## src/hdl/uip_pkg.sv

```systemverilog
/*
 Constants for the UART interrupt enable, status and priority block:
 register addresses, field positions, status codes, timing counts.
 Assumes a 3-bit parallel register address as on the device pins.
*/
package uip_pkg;
   // ==========================================
   // Register addresses
   localparam logic [2:0] ADDR_DATA = 3'h0;
   localparam logic [2:0] ADDR_IER = 3'h1;
   localparam logic [2:0] ADDR_ISR = 3'h2;
   localparam logic [2:0] ADDR_LSR = 3'h5;
   localparam logic [2:0] ADDR_MSR = 3'h6;
   // ==========================================
   // Enable register fields and reset
   localparam int IER_RX = 0;
   localparam int IER_TX = 1;
   localparam int IER_LS = 2;
   localparam int IER_MS = 3;
   localparam int IER_SLEEP = 4;
   localparam int IER_XOFF = 5;
   localparam logic [7:0] IER_RESET = 8'h00;
   localparam logic [7:0] IER_ENH_MASK = 8'hF0;
   // ==========================================
   // Status codes, bits 4..0; bit 5 is the flow-control flag
   localparam logic [4:0] CODE_LS = 5'h06;
   localparam logic [4:0] CODE_TO = 5'h0C;
   localparam logic [4:0] CODE_RX = 5'h04;
   localparam logic [4:0] CODE_TX = 5'h02;
   localparam logic [4:0] CODE_MS = 5'h00;
   localparam logic [4:0] CODE_XO = 5'h10;
   localparam logic [4:0] CODE_NONE = 5'h01;
   // ==========================================
   // FIFO trigger levels by select code
   localparam logic [4:0] TRIG_0 = 5'h01;
   localparam logic [4:0] TRIG_1 = 5'h04;
   localparam logic [4:0] TRIG_2 = 5'h08;
   localparam logic [4:0] TRIG_3 = 5'h0E;
   // ==========================================
   // Receive time-out: characters plus bits, counted in bit ticks
   localparam logic [6:0] TO_CHARS = 7'h04;
   localparam logic [6:0] TO_EXTRA_BITS = 7'h0C;
endpackage : uip_pkg

```

## src/hdl/uip_prioritizer.sv

```systemverilog
/*
 Interrupt enable, line status and prioritised interrupt status of a
 single-channel UART, on the device's parallel register bus.
 Assumes read and write strobes are one-cycle pulses already on mclk,
 and FIFO levels, events and error flags come from the UART core.
*/
`timescale 1ns/1ns
module uip_prioritizer #(
   parameter int LVL_W = 5
) (
   // Clock and reset
   input wire logic mclk,
   input wire logic rstn,
   // Register bus
   input wire logic [2:0] addr,
   input wire logic rdStb,
   input wire logic wrStb,
   input wire logic [7:0] wrData,
   output logic [7:0] rdData,
   // Register context
   input wire logic divLatch,
   input wire logic enhEnable,
   input wire logic fifoEnable,
   input wire logic [1:0] rxTrigSel,
   input wire logic [1:0] txTrigSel,
   // Receive side
   input wire logic [LVL_W-1:0] rxLevel,
   input wire logic rxDataPresent,
   input wire logic rxCharEvt,
   input wire logic overrunEvt,
   input wire logic [2:0] headErr,
   input wire logic errPopEvt,
   input wire logic fifoErrAny,
   input wire logic bitTick,
   input wire logic [3:0] charBits,
   // Transmit side
   input wire logic [LVL_W-1:0] txLevel,
   input wire logic thrEmpty,
   input wire logic txAllEmpty,
   // Modem and flow control
   input wire logic [3:0] msrDelta,
   input wire logic xoffEvt,
   input wire logic xonEvt,
   input wire logic specialEvt,
   input wire logic ctsRtsEvt,
   input wire logic wakeEvt,
   // Outputs
   output logic irq,
   output logic sleepEnable,
   output logic pollMode
);
   // ==========================================
   // Bus decode
   logic regSel;
   logic ierWr;
   logic thrWr;
   logic rhrRd;
   logic isrRd;
   logic lsrRd;
   logic msrRd;
   assign regSel = ~divLatch;
   assign ierWr = wrStb & regSel & (addr == uip_pkg::ADDR_IER);
   assign thrWr = wrStb & regSel & (addr == uip_pkg::ADDR_DATA);
   assign rhrRd = rdStb & regSel & (addr == uip_pkg::ADDR_DATA);
   assign isrRd = rdStb & (addr == uip_pkg::ADDR_ISR);
   assign lsrRd = rdStb & (addr == uip_pkg::ADDR_LSR);
   assign msrRd = rdStb & (addr == uip_pkg::ADDR_MSR);

   // ==========================================
   // Interrupt enable register
   logic [7:0] ier_reg;
   logic [7:0] ier_next;
   logic [7:0] ierMask;
   assign ierMask = enhEnable ? 8'hFF : ~uip_pkg::IER_ENH_MASK;
   assign ier_next = (wrData & ierMask) | (ier_reg & ~ierMask);

   always_ff @(posedge mclk) begin
      if (!rstn) begin
         ier_reg <= uip_pkg::IER_RESET;
      end else if (ierWr) begin
         ier_reg <= ier_next;
      end
   end

   assign sleepEnable = ier_reg[uip_pkg::IER_SLEEP];
   assign pollMode = fifoEnable & (ier_reg[3:0] == 4'h0);

   // ==========================================
   // Trigger levels
   logic [4:0] rxTrig;
   logic [4:0] txTrig;
   assign rxTrig = (rxTrigSel == 2'h0) ? uip_pkg::TRIG_0 :
                   (rxTrigSel == 2'h1) ? uip_pkg::TRIG_1 :
                   (rxTrigSel == 2'h2) ? uip_pkg::TRIG_2 : uip_pkg::TRIG_3;
   assign txTrig = (txTrigSel == 2'h0) ? uip_pkg::TRIG_0 :
                   (txTrigSel == 2'h1) ? uip_pkg::TRIG_1 :
                   (txTrigSel == 2'h2) ? uip_pkg::TRIG_2 : uip_pkg::TRIG_3;

   // ==========================================
   // Receive ready: a level, drops as reads take the FIFO below trigger
   logic rxCond;
   assign rxCond = fifoEnable ? (5'(rxLevel) >= rxTrig) : rxDataPresent;

   // ==========================================
   // Receive time-out
   logic [6:0] toLimit;
   logic toExpire;
   logic toFlag;
   assign toLimit = uip_pkg::TO_CHARS * 7'(charBits) + uip_pkg::TO_EXTRA_BITS;

   uip_timeout #(
      .CNT_W(7)
   ) u_timeout (
      .mclk(mclk),
      .rstn(rstn),
      .bitTick(bitTick),
      .run(fifoEnable & rxDataPresent),
      .restart(rxCharEvt | rhrRd),
      .limit(toLimit),
      .expire(toExpire)
   );

   uip_flag u_toFlag (
      .mclk(mclk),
      .rstn(rstn),
      .setEvt(toExpire),
      .clrEvt(rhrRd),
      .flag(toFlag)
   );

   // ==========================================
   // Line status
   logic overrunFlag;
   logic lsFlag;

   uip_flag u_overrun (
      .mclk(mclk),
      .rstn(rstn),
      .setEvt(overrunEvt),
      .clrEvt(lsrRd),
      .flag(overrunFlag)
   );

   // Overrun at reception, other errors when popped
   uip_flag u_lsFlag (
      .mclk(mclk),
      .rstn(rstn),
      .setEvt(overrunEvt | errPopEvt),
      .clrEvt(lsrRd),
      .flag(lsFlag)
   );

   logic [7:0] lsrVal;
   assign lsrVal = {fifoErrAny & fifoEnable, txAllEmpty, thrEmpty, headErr,
                    overrunFlag, rxDataPresent};

   // ==========================================
   // Transmit ready: raised on entering the empty/below-trigger state
   logic txCond;
   logic txCondPrev_reg;
   logic txSet;
   logic txFlag;
   logic txEnRise;
   assign txCond = fifoEnable ? (5'(txLevel) < txTrig) | (txLevel == '0) : thrEmpty;
   assign txEnRise = ierWr & ~ier_reg[uip_pkg::IER_TX] & ier_next[uip_pkg::IER_TX];
   assign txSet = (txCond & ~txCondPrev_reg) | (txEnRise & txCond);

   always_ff @(posedge mclk) begin
      if (!rstn) begin
         txCondPrev_reg <= 1'b0;
      end else begin
         txCondPrev_reg <= txCond;
      end
   end

   // ==========================================
   // Modem status change
   logic msAny;
   logic msPrev_reg;
   logic msFlag;
   assign msAny = |msrDelta;

   always_ff @(posedge mclk) begin
      if (!rstn) begin
         msPrev_reg <= 1'b0;
      end else begin
         msPrev_reg <= msAny;
      end
   end

   uip_flag u_msFlag (
      .mclk(mclk),
      .rstn(rstn),
      .setEvt(msAny & ~msPrev_reg),
      .clrEvt(msrRd),
      .flag(msFlag)
   );

   // ==========================================
   // Priority encode
   logic lsP;
   logic toP;
   logic rxP;
   logic txP;
   logic msP;
   logic xoP;
   logic xoffFlag;
   logic specFlag;
   logic ctsFlag;
   logic wakeFlag;
   logic anyPend;
   logic [4:0] code;
   logic [7:0] isrVal;
   assign lsP = ier_reg[uip_pkg::IER_LS] & lsFlag;
   assign toP = ier_reg[uip_pkg::IER_RX] & toFlag;
   assign rxP = ier_reg[uip_pkg::IER_RX] & rxCond;
   assign txP = ier_reg[uip_pkg::IER_TX] & txFlag;
   assign msP = ier_reg[uip_pkg::IER_MS] & msFlag;
   assign xoP = enhEnable & ier_reg[uip_pkg::IER_XOFF] &
                (xoffFlag | specFlag | ctsFlag);
   assign anyPend = lsP | toP | rxP | txP | msP | xoP;
   assign code = lsP ? uip_pkg::CODE_LS :
                 toP ? uip_pkg::CODE_TO :
                 rxP ? uip_pkg::CODE_RX :
                 txP ? uip_pkg::CODE_TX :
                 msP ? uip_pkg::CODE_MS :
                 xoP ? uip_pkg::CODE_XO : uip_pkg::CODE_NONE;
   assign isrVal = {{2{fifoEnable}}, enhEnable & ctsFlag, code};

   // ==========================================
   // Clears by status read act on the reported source, or on wake when none is pending
   logic isrTx;
   logic isrXo;
   logic isrWake;
   assign isrTx = isrRd & ~lsP & ~toP & ~rxP & txP;
   assign isrXo = isrRd & ~anyPend ? 1'b0 : isrRd & (code == uip_pkg::CODE_XO);
   assign isrWake = isrRd & ~anyPend;

   uip_flag u_txFlag (
      .mclk(mclk),
      .rstn(rstn),
      .setEvt(txSet),
      .clrEvt(isrTx | thrWr),
      .flag(txFlag)
   );

   uip_flag u_xoffFlag (
      .mclk(mclk),
      .rstn(rstn),
      .setEvt(xoffEvt),
      .clrEvt(isrXo | xonEvt),
      .flag(xoffFlag)
   );

   // Next character clears it; the setting character itself does not
   uip_flag u_specFlag (
      .mclk(mclk),
      .rstn(rstn),
      .setEvt(specialEvt),
      .clrEvt(isrXo | (rxCharEvt & ~specialEvt)),
      .flag(specFlag)
   );

   uip_flag u_ctsFlag (
      .mclk(mclk),
      .rstn(rstn),
      .setEvt(ctsRtsEvt),
      .clrEvt(isrXo),
      .flag(ctsFlag)
   );

   uip_flag u_wakeFlag (
      .mclk(mclk),
      .rstn(rstn),
      .setEvt(wakeEvt),
      .clrEvt(isrWake),
      .flag(wakeFlag)
   );

   // ==========================================
   // Read data and request output
   logic [7:0] rdMux;
   logic [7:0] rdData_reg;
   logic irq_reg;
   assign rdMux = (addr == uip_pkg::ADDR_IER && regSel) ? ier_reg :
                  (addr == uip_pkg::ADDR_ISR) ? isrVal :
                  (addr == uip_pkg::ADDR_LSR) ? lsrVal : 8'h00;

   always_ff @(posedge mclk) begin
      if (!rstn) begin
         rdData_reg <= 8'h00;
      end else if (rdStb) begin
         rdData_reg <= rdMux;
      end
   end

   always_ff @(posedge mclk) begin
      if (!rstn) begin
         irq_reg <= 1'b0;
      end else begin
         irq_reg <= anyPend | wakeFlag;
      end
   end

   assign rdData = rdData_reg;
   assign irq = irq_reg;
endmodule : uip_prioritizer

```

## src/hdl/uip_flag.sv

```systemverilog
/*
 Sticky event flag: a set pulse raises it, a clear pulse drops it.
 Assumes set and clear come from logic on the same clock.
*/
`timescale 1ns/1ns
module uip_flag (
   // Clock and reset
   input wire logic mclk,
   input wire logic rstn,
   // Events
   input wire logic setEvt,
   input wire logic clrEvt,
   // State
   output logic flag
);
   logic flag_reg;
   logic flag_next;

   // Set wins over a clear in the same cycle
   assign flag_next = setEvt | (flag_reg & ~clrEvt);
   assign flag = flag_reg;

   always_ff @(posedge mclk) begin
      if (!rstn) begin
         flag_reg <= 1'b0;
      end else begin
         flag_reg <= flag_next;
      end
   end
endmodule : uip_flag

```

## src/hdl/uip_timeout.sv

```systemverilog
/*
 Receive time-out timer counted in bit-time enable pulses.
 Assumes bitTick is a one-cycle pulse per bit time from the baud divider.
*/
`timescale 1ns/1ns
module uip_timeout #(
   parameter int CNT_W = 7
) (
   // Clock and reset
   input wire logic mclk,
   input wire logic rstn,
   // Control
   input wire logic bitTick,
   input wire logic run,
   input wire logic restart,
   input wire logic [CNT_W-1:0] limit,
   // Result
   output logic expire
);
   logic [CNT_W-1:0] cnt_reg;
   logic fired_reg;
   logic hit;

   assign hit = run & ~fired_reg & bitTick & (cnt_reg == limit - 1'b1);
   assign expire = hit;

   always_ff @(posedge mclk) begin
      if (!rstn || restart || !run) begin
         cnt_reg <= '0;
      end else if (bitTick && !fired_reg) begin
         cnt_reg <= cnt_reg + 1'b1;
      end
   end

   // One expiry per idle period
   always_ff @(posedge mclk) begin
      if (!rstn || restart || !run) begin
         fired_reg <= 1'b0;
      end else if (hit) begin
         fired_reg <= 1'b1;
      end
   end
endmodule : uip_timeout

```

## config.mk

```make
export PLATFORM = sky130hd
export DESIGN_NAME = uip_prioritizer
export DESIGN_NICKNAME = d
export VERILOG_FILES = /design/src/hdl/uip_pkg.sv /design/src/hdl/uip_prioritizer.sv /design/src/hdl/uip_flag.sv /design/src/hdl/uip_timeout.sv
export SDC_FILE = /design/constraint.sdc
export NUM_CORES = 1
export LEC_CHECK = 0
export BUFFER_PORTS_ARGS = -buffer_cell sky130_fd_sc_hd__buf_2
export CAP_MARGIN = 30
export CORE_UTILIZATION = 51
export CTS_BUF_LIST = sky130_fd_sc_hd__clkbuf_4
export CTS_CLUSTER_DIAMETER = 150
export DETAILED_ROUTE_END_ITERATION = 8
export PLACE_DENSITY = 0.86
export SYNTH_ARGS = -nofsm -noshare
export SYNTH_HDL_FRONTEND = slang
export SYNTH_SLANG_ARGS = --single-unit
```

## constraint.sdc

```tcl
create_clock -name mclk -period 2.1 [get_ports mclk]
set_clock_uncertainty 0.2 [all_clocks]
set_input_delay 0.315 -clock mclk [delete_from_list [all_inputs] [get_ports mclk]]
set_output_delay 0.315 -clock mclk [all_outputs]
set_load 0.005 [all_outputs]
```

Word-level counts from Yosys, hierarchy flattened
Cells that the tools add are included.

Bits in registers: 36. Output and inout bits: 11. Logic and storage cells: 152.

Add/subtract/negate cells: 3. Magnitude comparators: 2. Equal/unequal tests: 10. Mux-type cells: 19. Bitwise gates (word level): 89. Reduce and logical (&&, ||, !) cells: 13.

Operators with widths (number): 1-bit AND (43); 8-bit two-way mux (4); 5-bit two-way mux (6); 1-bit OR (24); 1-bit NOT (18); 8-bit AND (2); 4-bit two-way mux (4); 8-bit NOT (1); 8-bit OR (1); 6-bit by 4-bit adder with 7-bit output, second input constant (1); 7-bit by 1-bit adder with 7-bit output, second input constant (1); 7-bit == test (1); 7-bit by 1-bit subtractor with 7-bit output, second input constant (1); 3-bit == test, second input constant (2); 3-bit two-way mux (2); 5-bit == test, second input constant (1); 5-bit by 4-bit greater-or-equal comparator with 1-bit output (1); 5-bit zero test (1); 5-bit by 4-bit less-than comparator with 1-bit output (1); 2-bit by 1-bit == test with 1-bit output, second input constant (2); 2-bit == test, second input constant (2); 2-bit zero test (2); 4-bit zero test (1); 4-bit OR reduction (1); 7 further kinds (13).

Logic depth before layout (Yosys ltp)
Gate-level depths: netlist of run 1.

Depth after elaboration: 18. Gate-level depth with buffers: 7. Mapped depth without buffers: 7.

Modules after synthesis
A second synthesis of run 1 with hierarchy kept.

Cells, all modules: 263. Area, all modules: 2239.6 um2.

Modules (own cells, without submodules): uip_prioritizer (times used 1, cells each 176, area an instance 1343.8 um2, sequential area each 380.4 um2); uip_timeout (times used 1, cells each 60, area an instance 524.3 um2, sequential area each 160.2 um2); uip_flag (times used 9, cells each 3, area an instance 41.3 um2, sequential area each 20.0 um2).

Worst setup path before layout of run 1
No wires, ideal clock.

Kind: input-to-reg. From: input port rxTrigSel[1]. To: register u_ctsFlag.flag_reg, in the netlist u_ctsFlag.flag. Library setup time: 0.130 ns. Arrival: 1.595 ns. Required time: 1.770 ns. Path slack: 0.175 ns. Stages: 7. Path buffers: 0. Cells stage by stage: nor2_1 -> ha_1 -> nand2b_1 -> a31o_2 -> a21oi_1 -> nor3b_1 -> o21ai_0.

Cells in the longest elaborated chain, start to end: 17.

Ends and longest elaborated chain: start, declared (RTL line uip_prioritizer.sv:24) `input wire logic [1:0] rxTrigSel,`; 2-bit == test (RTL line uip_prioritizer.sv:94) `(rxTrigSel == 2'h2) ? uip_pkg::TRIG_2 : uip_pkg::TRIG_3;`; 3-bit two-way mux (RTL line uip_prioritizer.sv:94); 4-bit two-way mux (RTL line uip_prioritizer.sv:93) `(rxTrigSel == 2'h1) ? uip_pkg::TRIG_1 :`; 4-bit two-way mux (*) (RTL line uip_prioritizer.sv:92) `assign rxTrig = (rxTrigSel == 2'h0) ? uip_pkg::TRIG_0 :`; 5-bit by 4-bit greater-or-equal comparator with 1-bit output (*) (RTL line uip_prioritizer.sv:102) `assign rxCond = fifoEnable ? (5'(rxLevel) >= rxTrig) : rxDataPresent;`; 1-bit two-way mux (*) (RTL line uip_prioritizer.sv:102); 1-bit AND (*) (RTL line uip_prioritizer.sv:216) `assign rxP = ier_reg[uip_pkg::IER_RX] & rxCond;`; branches (longest 6 deep; another with 5-bit two-way mux); 1-bit two-way mux (*) (RTL line uip_prioritizer.sv:236) `assign isrXo = isrRd & ~anyPend ? 1'b0 : isrRd & (code == uip_pkg::CODE_XO);`; 1-bit NOT (*) (RTL line uip_flag.sv:20) `assign flag_next = setEvt | (flag_reg & ~clrEvt);`; 1-bit AND (*) (RTL line uip_flag.sv:20); 1-bit OR (*) (RTL line uip_flag.sv:20); end signal, assigned (RTL line uip_flag.sv:27) `flag_reg <= flag_next;`; end, declared (RTL line uip_flag.sv:16) `logic flag_reg;`.

Mark *: on every way between the ends. A chain may end at the register's enable or synchronous reset.

Final worst setup path of run 1
From: register ier_reg[0]. To: output port pollMode.

Cells in the longest elaborated chain, start to end: 2.

Ends and longest elaborated chain: start, declared (RTL line uip_prioritizer.sv:71) `logic [7:0] ier_reg;`; start signal, assigned (RTL line uip_prioritizer.sv:79) `ier_reg <= uip_pkg::IER_RESET;`; start signal, assigned (RTL line uip_prioritizer.sv:81) `ier_reg <= ier_next;`; 4-bit zero test (RTL line uip_prioritizer.sv:86) `assign pollMode = fifoEnable & (ier_reg[3:0] == 4'h0);`; 1-bit AND (RTL line uip_prioritizer.sv:86); end, declared (RTL line uip_prioritizer.sv:50) `output logic pollMode`.

Every way passes these cells.

==> flow_summary.rst, run 1 <==
.. list-table::
   :header-rows: 1

   * - Metric
     - Value
   * - Syn Nets
     - 294
   * - Post-synthesis instance total
     - 229
   * - Worst slew pin tran
     - 381 ps
   * - Final-report max-slew violation count
     - 0
   * - Worst hold path class
     - input pin to flop
   * - CTS Root Cell
     - sky130_fd_sc_hd__clkbuf_4
   * - Port Buffers
     - 66
   * - Cells resized by post-CTS repair
     - 0
   * - Drt total wl
     - 4890 um
   * - DIE AREA
     - 0.00399 sq mm
   * - Type of destination of the critical path
     - primary output
   * - Share of total power in combinational logic
     - 16.7%
   * - Crit path cell chain
     - nor4_1 -> and2_1 -> buf_2
   * - Area growth syn-to-layout
     - 28.6%
   * - Kind of cell adding the most delay to the critical path
     - simple AND/OR/NAND/NOR gates
   * - Core footprint
     - 0.00347 sq mm
   * - Initial Util
     - 55.0%
   * - Most used flip-flop cell after synthesis
     - sky130_fd_sc_hd__dfxtp_1
   * - Setup repair after global routing missed its margin
     - no
   * - Row count
     - 21
   * - DRC violation total after the first TritonRoute iteration
     - 61
   * - Antenna-violating nets left
     - 0
   * - Sequential area share after synthesis
     - 37.8%
   * - Number of antenna diodes
     - 0
   * - Setup crit start kind
     - flop
   * - Num CTS Buffers
     - 5
   * - Buffer depth of the longest clock path
     - 2
   * - Endpoints failing hold
     - 0
   * - Count of max-cap constraint violations
     - 0
   * - Worst-case headroom to the max-slew limit
     - 74.0%
   * - Multi-input gate area in the final layout
     - 0.00112 sq mm
   * - Maximum single-stage delay on the critical path
     - 380 ps
   * - CTS H-Tree Depth
     - 2
   * - Commonest cells after routing, fill and taps aside
     - 66 x sky130_fd_sc_hd__buf_2, 36 x sky130_fd_sc_hd__dfxtp_1, 25 x sky130_fd_sc_hd__nand2_1, 25 x sky130_fd_sc_hd__nor2_1, 17 x sky130_fd_sc_hd__a21oi_1
   * - Reported net switching power
     - 0.000342 W
   * - Via count of the first global-routing pass
     - 1929
   * - Count of synthesis-stage warnings from yosys
     - 0
   * - DRC Markers
     - 0
   * - Number of antenna violations at the first check in global routing
     - 0
   * - Count of vias placed by the detailed router
     - 1984
   * - Setup violations, final
     - 0
   * - Core utilization of the finished layout
     - 70.7%
   * - Pin count of the biggest net entering global routing
     - 19
   * - Area taken by flip-flops and latches
     - 721 sq um
   * - Switching share of power
     - 26.0%
   * - Largest fanout of any net on the critical path
     - 6
   * - Share of post-route cells with drive strength above 1
     - 27.3%
   * - Clock power share
     - 28.1%
   * - Average size of a mapped cell
     - 8.33 sq um
   * - Placed wire-length estimate after detailed placement
     - 3680 um
   * - Post-DR vias/cell
     - 5.56
   * - I/O pin count
     - 67
   * - Power density cells
     - 537 mW/mm^2
   * - Wire length of the first global-routing pass
     - 8250 um
   * - Routed wire per std cell
     - 13.7 um
   * - Classification of the worst setup path
     - flop to primary output
   * - Die Span X
     - 63.2 um
   * - Clock Pin Slew Worst Setup and Hold Paths
     - 100 ps
   * - Final #Nets
     - 375
   * - Die height
     - 63.2 um
   * - Clock network latency to the later pin of the worst-skew pair
     - 340 ps
   * - Number of filler instances in the final layout
     - 306
   * - Total global routing track utilization
     - 26.4%
   * - Final Cycle Share
     - 84.9%
   * - Pleak
     - 1.14 nW
   * - # clock sinks
     - 36
   * - Number of optimization iterations in the first detailed-route pass
     - 4
   * - Fraction of registers with async set/reset
     - 0%
   * - Arrival time at the worst endpoint
     - 1270 ps
   * - Number of different library cells in the post-synthesis netlist
     - 46
   * - Clock period minus final worst setup slack
     - 1780 ps
   * - Buffers and inverters on the worst path
     - 1
   * - Cell internal power dissipation
     - 0.000975 W
   * - Overflow left after global routing
     - 0
   * - Number of enable-type register cells in the synthesized netlist
     - 0
   * - Part of the total power dissipated in sequential elements
     - 55.1%
   * - Worst voltage drop across the vdd grid
     - 0.381 mV
   * - Synthesized area
     - 0.00191 sq mm
   * - Accumulated negative setup slack
     - 0 ps
   * - CP max-delay cell
     - sky130_fd_sc_hd__dfxtp_1
   * - Commonest non-fill, non-tap cell in the layout
     - sky130_fd_sc_hd__buf_2
   * - Routability-driven placement congestion ratio
     - 0.876
   * - TritonCTS clock tree
     - built
   * - Outcome
     - complete, no violations
   * - Required time reported for the critical path endpoint
     - 1580 ps
   * - Synth Register Bits
     - 36
   * - Max Fclk
     - 561 MHz
repair_timing:
item / CTS / global route
hold endpoints to repair: 6 / 0
setup endpoints to repair: 0 / 0
hold buffers: 7 / 0
buffers inserted: 0 / 0
metrics by stage:
step / worst slack (ps) / hold WS [ps] / total power, W / cell area (sq um) / cells
3_5_place_dp: 40.3 / 257 / 0.000949 / 2330 / 342
2_1_floorplan: 175 / 216 / 0.000843 / 1910 / 229
6_report: 318 / 9.04 / 0.00132 / 2450 / 357
5_1_grt: 161 / 21.3 / 0.00138 / 2450 / 357
4_1_cts: 298 / 7.60 / 0.00132 / 2450 / 357
3_3_place_gp: 39.4 / 247 / 0.000943 / 2330 / 342
kinds of logic (layout without fill, tap and decap cells):
family | after synthesis | count (layout) | synth area share [%]
muxes | 9 | 9 | 4.72
DFF | 36 | 36 | 37.8
and+or+nand+nor | 91 | 91 | 24.1
buffers and inverters | 16 | 98 | 3.28
xor gates and xnor gates | 9 | 9 | 4.13
AOI/OAI and AO/OA | 59 | 59 | 20.1
adders and majority gates | 9 | 9 | 5.90
Yosys cell counts (2+ instances only):
cell type	instances	area, sq um
sky130_fd_sc_hd__nand2_1	25	93.8
sky130_fd_sc_hd__a22oi_1	3	22.5
sky130_fd_sc_hd__nor2_1	25	93.8
sky130_fd_sc_hd__inv_1	9	33.8
sky130_fd_sc_hd__a21oi_1	17	85.1
sky130_fd_sc_hd__or3_1	3	18.8
sky130_fd_sc_hd__a21o_1	3	22.5
sky130_fd_sc_hd__clkbuf_1	5	18.8
sky130_fd_sc_hd__nand4_1	4	25.0
sky130_fd_sc_hd__o211ai_1	2	15.0
sky130_fd_sc_hd__ha_1	9	113
sky130_fd_sc_hd__buf_2	2	10.0
sky130_fd_sc_hd__a211oi_1	2	15.0
sky130_fd_sc_hd__xor2_1	4	35.0
sky130_fd_sc_hd__xnor2_1	5	43.8
sky130_fd_sc_hd__a221oi_1	4	35.0
sky130_fd_sc_hd__a31oi_1	2	12.5
sky130_fd_sc_hd__nand3_1	10	50.1
sky130_fd_sc_hd__and2_1	3	18.8
sky130_fd_sc_hd__o22ai_1	2	12.5
sky130_fd_sc_hd__o21ai_0	14	70.1
sky130_fd_sc_hd__nor3b_1	4	30.0
sky130_fd_sc_hd__nor2b_1	2	12.5
sky130_fd_sc_hd__nand2b_1	2	12.5
sky130_fd_sc_hd__nand3b_1	3	22.5
sky130_fd_sc_hd__nor4_1	2	12.5
sky130_fd_sc_hd__mux2i_1	9	90.1
sky130_fd_sc_hd__dfxtp_1	36	721
final cells by class:
class / instances / area share (%)
clock inverter: 1 / 0.153
tap: 46 / 2.35
clock buffer: 7 / 2.14
sequential: 36 / 29.4
inverter: 9 / 1.38
multi-input combinational: 177 / 45.8
timing repair buffer: 81 / 18.8
path summary, 6_finish.rpt:
kind              startpoint       endpoint  slack [ps]  cells after the start
setup / recovery  ier_reg[0]       pollMode         320                      3
hold / removal     wrData[6]           flop           9                      3
setup reg to reg  ier_reg[0]      rdData[0]         320                      5
hold reg to reg   msPrev_reg  u_msFlag.flag         280                      2
tightest hold or removal path, cell delays in order:
cell and delay, ps:
sky130_fd_sc_hd__buf_2 70, sky130_fd_sc_hd__mux2i_1 50, sky130_fd_sc_hd__nor2_1 70
metal layers:
layer	global-route usage, %	vias to the layer above	wire [um]
met2	43.8	73	2210
met1	32.3	901	2240
met4	11.9	0	138
met3	5.80	16	307
li1	-	994	-
met5	0	-	0
power groups by stage:
| stage | logic [W] | clock network (W) | registers [W] |
|---|---|---|---|
| after CTS | 0.000219 | 0.000378 | 0.000726 |
| final | 0.000220 | 0.000371 | 0.000726 |
| after detailed placement | 0.000208 | 0 | 0.000742 |
| after global placement | 0.000202 | 0 | 0.000741 |
| after global routing | 0.000247 | 0.000406 | 0.000730 |
| after floorplan | 0.000105 | 0 | 0.000738 |
(Power assumes the default switching activity.)
==> inputs of run 2 (changes only) <==
--- a/config.mk
+++ b/config.mk
@@ -7,11 +7,11 @@
 export LEC_CHECK = 0
 export BUFFER_PORTS_ARGS = -buffer_cell sky130_fd_sc_hd__buf_2
 export CAP_MARGIN = 30
-export CORE_UTILIZATION = 51
+export CORE_UTILIZATION = 46
 export CTS_BUF_LIST = sky130_fd_sc_hd__clkbuf_4
 export CTS_CLUSTER_DIAMETER = 150
 export DETAILED_ROUTE_END_ITERATION = 8
-export PLACE_DENSITY = 0.86
+export PLACE_DENSITY = 0.82
 export SYNTH_ARGS = -nofsm -noshare
 export SYNTH_HDL_FRONTEND = slang
 export SYNTH_SLANG_ARGS = --single-unit
==> constraint.sdc (replaced) <==
create_clock -name mclk -period 1.6 [get_ports mclk]
set_clock_uncertainty 0.2 [all_clocks]
set_input_delay 0.24 -clock mclk [delete_from_list [all_inputs] [get_ports mclk]]
set_output_delay 0.24 -clock mclk [all_outputs]
set_load 0.005 [all_outputs]
==> run 2 against run 1 <==
Net effect:
- the flow now finishes with violations (negative setup slack)
- register-to-register slack got worse by 380 ps
- routed wire length grew 19%
- critical path depth increased by 1
- clock power rose by 39%
- sequential power rose by 31%
- die area increased by 11%
- first-iteration DRC count rose by 74%
- clock-buffer cell count unchanged
- core utilization rose by 2.8 points
- largest cell class unchanged
- largest power group unchanged
==> flow_summary.rst, run 2 (synthesized netlist as in run 1, its figures left out) <==
.. list-table::
   :header-rows: 1

   * - Metric
     - Value
   * - DRC violation total after the first TritonRoute iteration
     - 106
   * - Worst slew pin tran
     - 342 ps
   * - Power density cells
     - 626 mW/mm^2
   * - Final-report max-slew violation count
     - 0
   * - Post-DR vias/cell
     - 5.56
   * - Setup repair after global routing missed its margin
     - yes
   * - Number of antenna violations at the first check in global routing
     - 0
   * - Cell internal power dissipation
     - 0.00133 W
   * - Setup crit start kind
     - flop
   * - Required time reported for the critical path endpoint
     - 1160 ps
   * - Clock Pin Slew Worst Setup and Hold Paths
     - 110 ps
   * - Type of destination of the critical path
     - primary output
   * - Violations in the final reports
     - negative setup slack
   * - Share of total power in combinational logic
     - 20.3%
   * - Die Span X
     - 66.4 um
   * - CTS H-Tree Depth
     - 2
   * - Placed wire-length estimate after detailed placement
     - 3890 um
   * - Final cell area excluding filler cells
     - 0.00294 sq mm
   * - Post-placement worst setup slack
     - -398 ps
   * - Number of antenna diodes
     - 0
   * - CP Launch Point
     - ier_reg[2]
   * - Number of standard cells in the layout, taps in and fillers out
     - 405
   * - Largest fanout of any net on the critical path
     - 2
   * - TritonCTS clock tree
     - built
   * - Part of the total power dissipated in sequential elements
     - 51.7%
   * - Area taken by flip-flops and latches
     - 723 sq um
   * - Total cell area at the placement stage
     - 0.00254 sq mm
   * - # clock sinks
     - 36
   * - Drt total wl
     - 5820 um
   * - Num CTS Buffers
     - 5
   * - Via count of the first global-routing pass
     - 2106
   * - Min-Delay Path Depth
     - 3
   * - Commonest cells after routing, fill and taps aside
     - 66 x sky130_fd_sc_hd__buf_2, 34 x sky130_fd_sc_hd__dfxtp_1, 34 x sky130_fd_sc_hd__buf_4
   * - I/O pin count
     - 67
   * - R2R Path End
     - rdData[0]
   * - Clock power share
     - 27.9%
   * - DRC Markers
     - 0
   * - Outcome
     - finished, violations left
   * - Buffer depth of the longest clock path
     - 2
   * - Arrival time at the worst endpoint
     - 1300 ps
   * - Endpoints failing hold
     - 0
   * - Final #Nets
     - 419
   * - Worst hold path class
     - input pin to flop
   * - CTS Root Cell
     - sky130_fd_sc_hd__clkbuf_4
   * - Initial Util
     - 47.7%
   * - Routability-driven placement congestion ratio
     - 0.844
   * - Worst voltage drop across the vdd grid
     - 0.483 mV
   * - Antenna-violating nets left
     - 0
   * - WHS Endpoint
     - txCondPrev_reg
   * - Hold Crit Start
     - txLevel[4]
   * - Multi-input gate area in the final layout
     - 0.00123 sq mm
   * - Power, Total
     - 0.00184 W
   * - Die height
     - 66.4 um
   * - Reported net switching power
     - 0.000507 W
   * - Final WS setup
     - -145 ps
   * - DIE AREA
     - 0.00441 sq mm
   * - Worst-case headroom to the max-slew limit
     - 77.2%
   * - Number of cells traversed by the worst register-to-register path
     - 6
   * - Area growth syn-to-layout
     - 54.2%
   * - Total global routing track utilization
     - 26.9%
   * - Critical register-to-register path startpoint
     - ier_reg[2]
   * - Worst reg2reg setup slack
     - -60 ps
   * - Setup violations, final
     - 5
   * - Wire length of the first global-routing pass
     - 8950 um
   * - Final Cycle Share
     - 109%
   * - Row count
     - 23
   * - Commonest non-fill, non-tap cell in the layout
     - sky130_fd_sc_hd__buf_2
   * - Clock network latency to the later pin of the worst-skew pair
     - 360 ps
   * - Routed wire per std cell
     - 14.4 um
   * - Count of max-cap constraint violations
     - 0
   * - Switching share of power
     - 27.5%
   * - Pleak
     - 1.38 nW
   * - Max Fclk
     - 573 MHz
   * - Number of filler instances in the final layout
     - 291
   * - Pin count of the biggest net entering global routing
     - 19
   * - Count of vias placed by the detailed router
     - 2253
   * - Total instance count after detailed placement
     - 371
   * - Share of post-route cells with drive strength above 1
     - 36.6%
   * - Core footprint
     - 0.00400 sq mm
   * - Classification of the worst setup path
     - flop to primary output
   * - Clock period minus final worst setup slack
     - 1740 ps
   * - Port Buffers
     - 66
   * - Accumulated negative setup slack
     - -272 ps
   * - Number of optimization iterations in the first detailed-route pass
     - 4
   * - Overflow left after global routing
     - 0
-- run 2: area by class of cell --
cell class | count | area share [%]
well taps | 50 | 2.13
repair buffers | 125 | 28.5
multi-input cells | 177 | 41.7
clock inverters | 1 | 0.128
clock buffers | 7 | 1.79
flip-flops and latches | 36 | 24.6
inverters | 9 | 1.15
-- run 2: worst max path at each step --
stage                     end  cells past startpoint  slack (ps)
global route         pollMode                      4        -200
finish               pollMode                      4        -140
detailed placement  rdData[0]                      8        -400
CTS                  pollMode                      4        -150
floorplan           rdData[0]                      7        -140
global placement    rdData[0]                      8        -340
-- run 2: power by group through the flow --
| stage | clock network [W] | registers, W | logic, W |
|---|---|---|---|
| after floorplan | 0 | 0.000969 | 0.000141 |
| after global placement | 0 | 0.000970 | 0.000297 |
| after detailed placement | 0 | 0.000971 | 0.000304 |
| after CTS | 0.000513 | 0.000952 | 0.000348 |
| after global routing | 0.000551 | 0.000957 | 0.000414 |
| final | 0.000514 | 0.000953 | 0.000375 |
-- run 2: worst max-delay path, cell delays in order (launching register included) --
cell and delay [ps]:
sky130_fd_sc_hd__dfxtp_2 340, sky130_fd_sc_hd__buf_6 110, sky130_fd_sc_hd__nor4_2 240, sky130_fd_sc_hd__and2_1 160
sky130_fd_sc_hd__buf_2 110
-- run 2: layer usage --
layer	track usage [%]	up-vias	part of all wire [%]
met3	4.48	18	7.0
met5	0	-	0
met4	12.2	0	2.2
li1	-	1079	-
met2	46.9	108	50
met1	31.8	1048	41
-- run 2: metrics by stage --
step / util (%) / hold slack [ps]
final: 73.5 / 1.33
after detailed placement: 63.6 / 236
after floorplan: - / 141
after global routing: 73.5 / 12.9
after global placement: 63.6 / 230
after CTS: 71.1 / 1.06
-- run 2: timing repair --
action                     in CTS  in global routing
hold buffers                   22                  1
buffers inserted                1                  2
hold endpoints to repair       17                  1
cloned                          0                  0
setup endpoints to repair       4                 13
resized for setup               6                 15
pin swaps                       3                  9
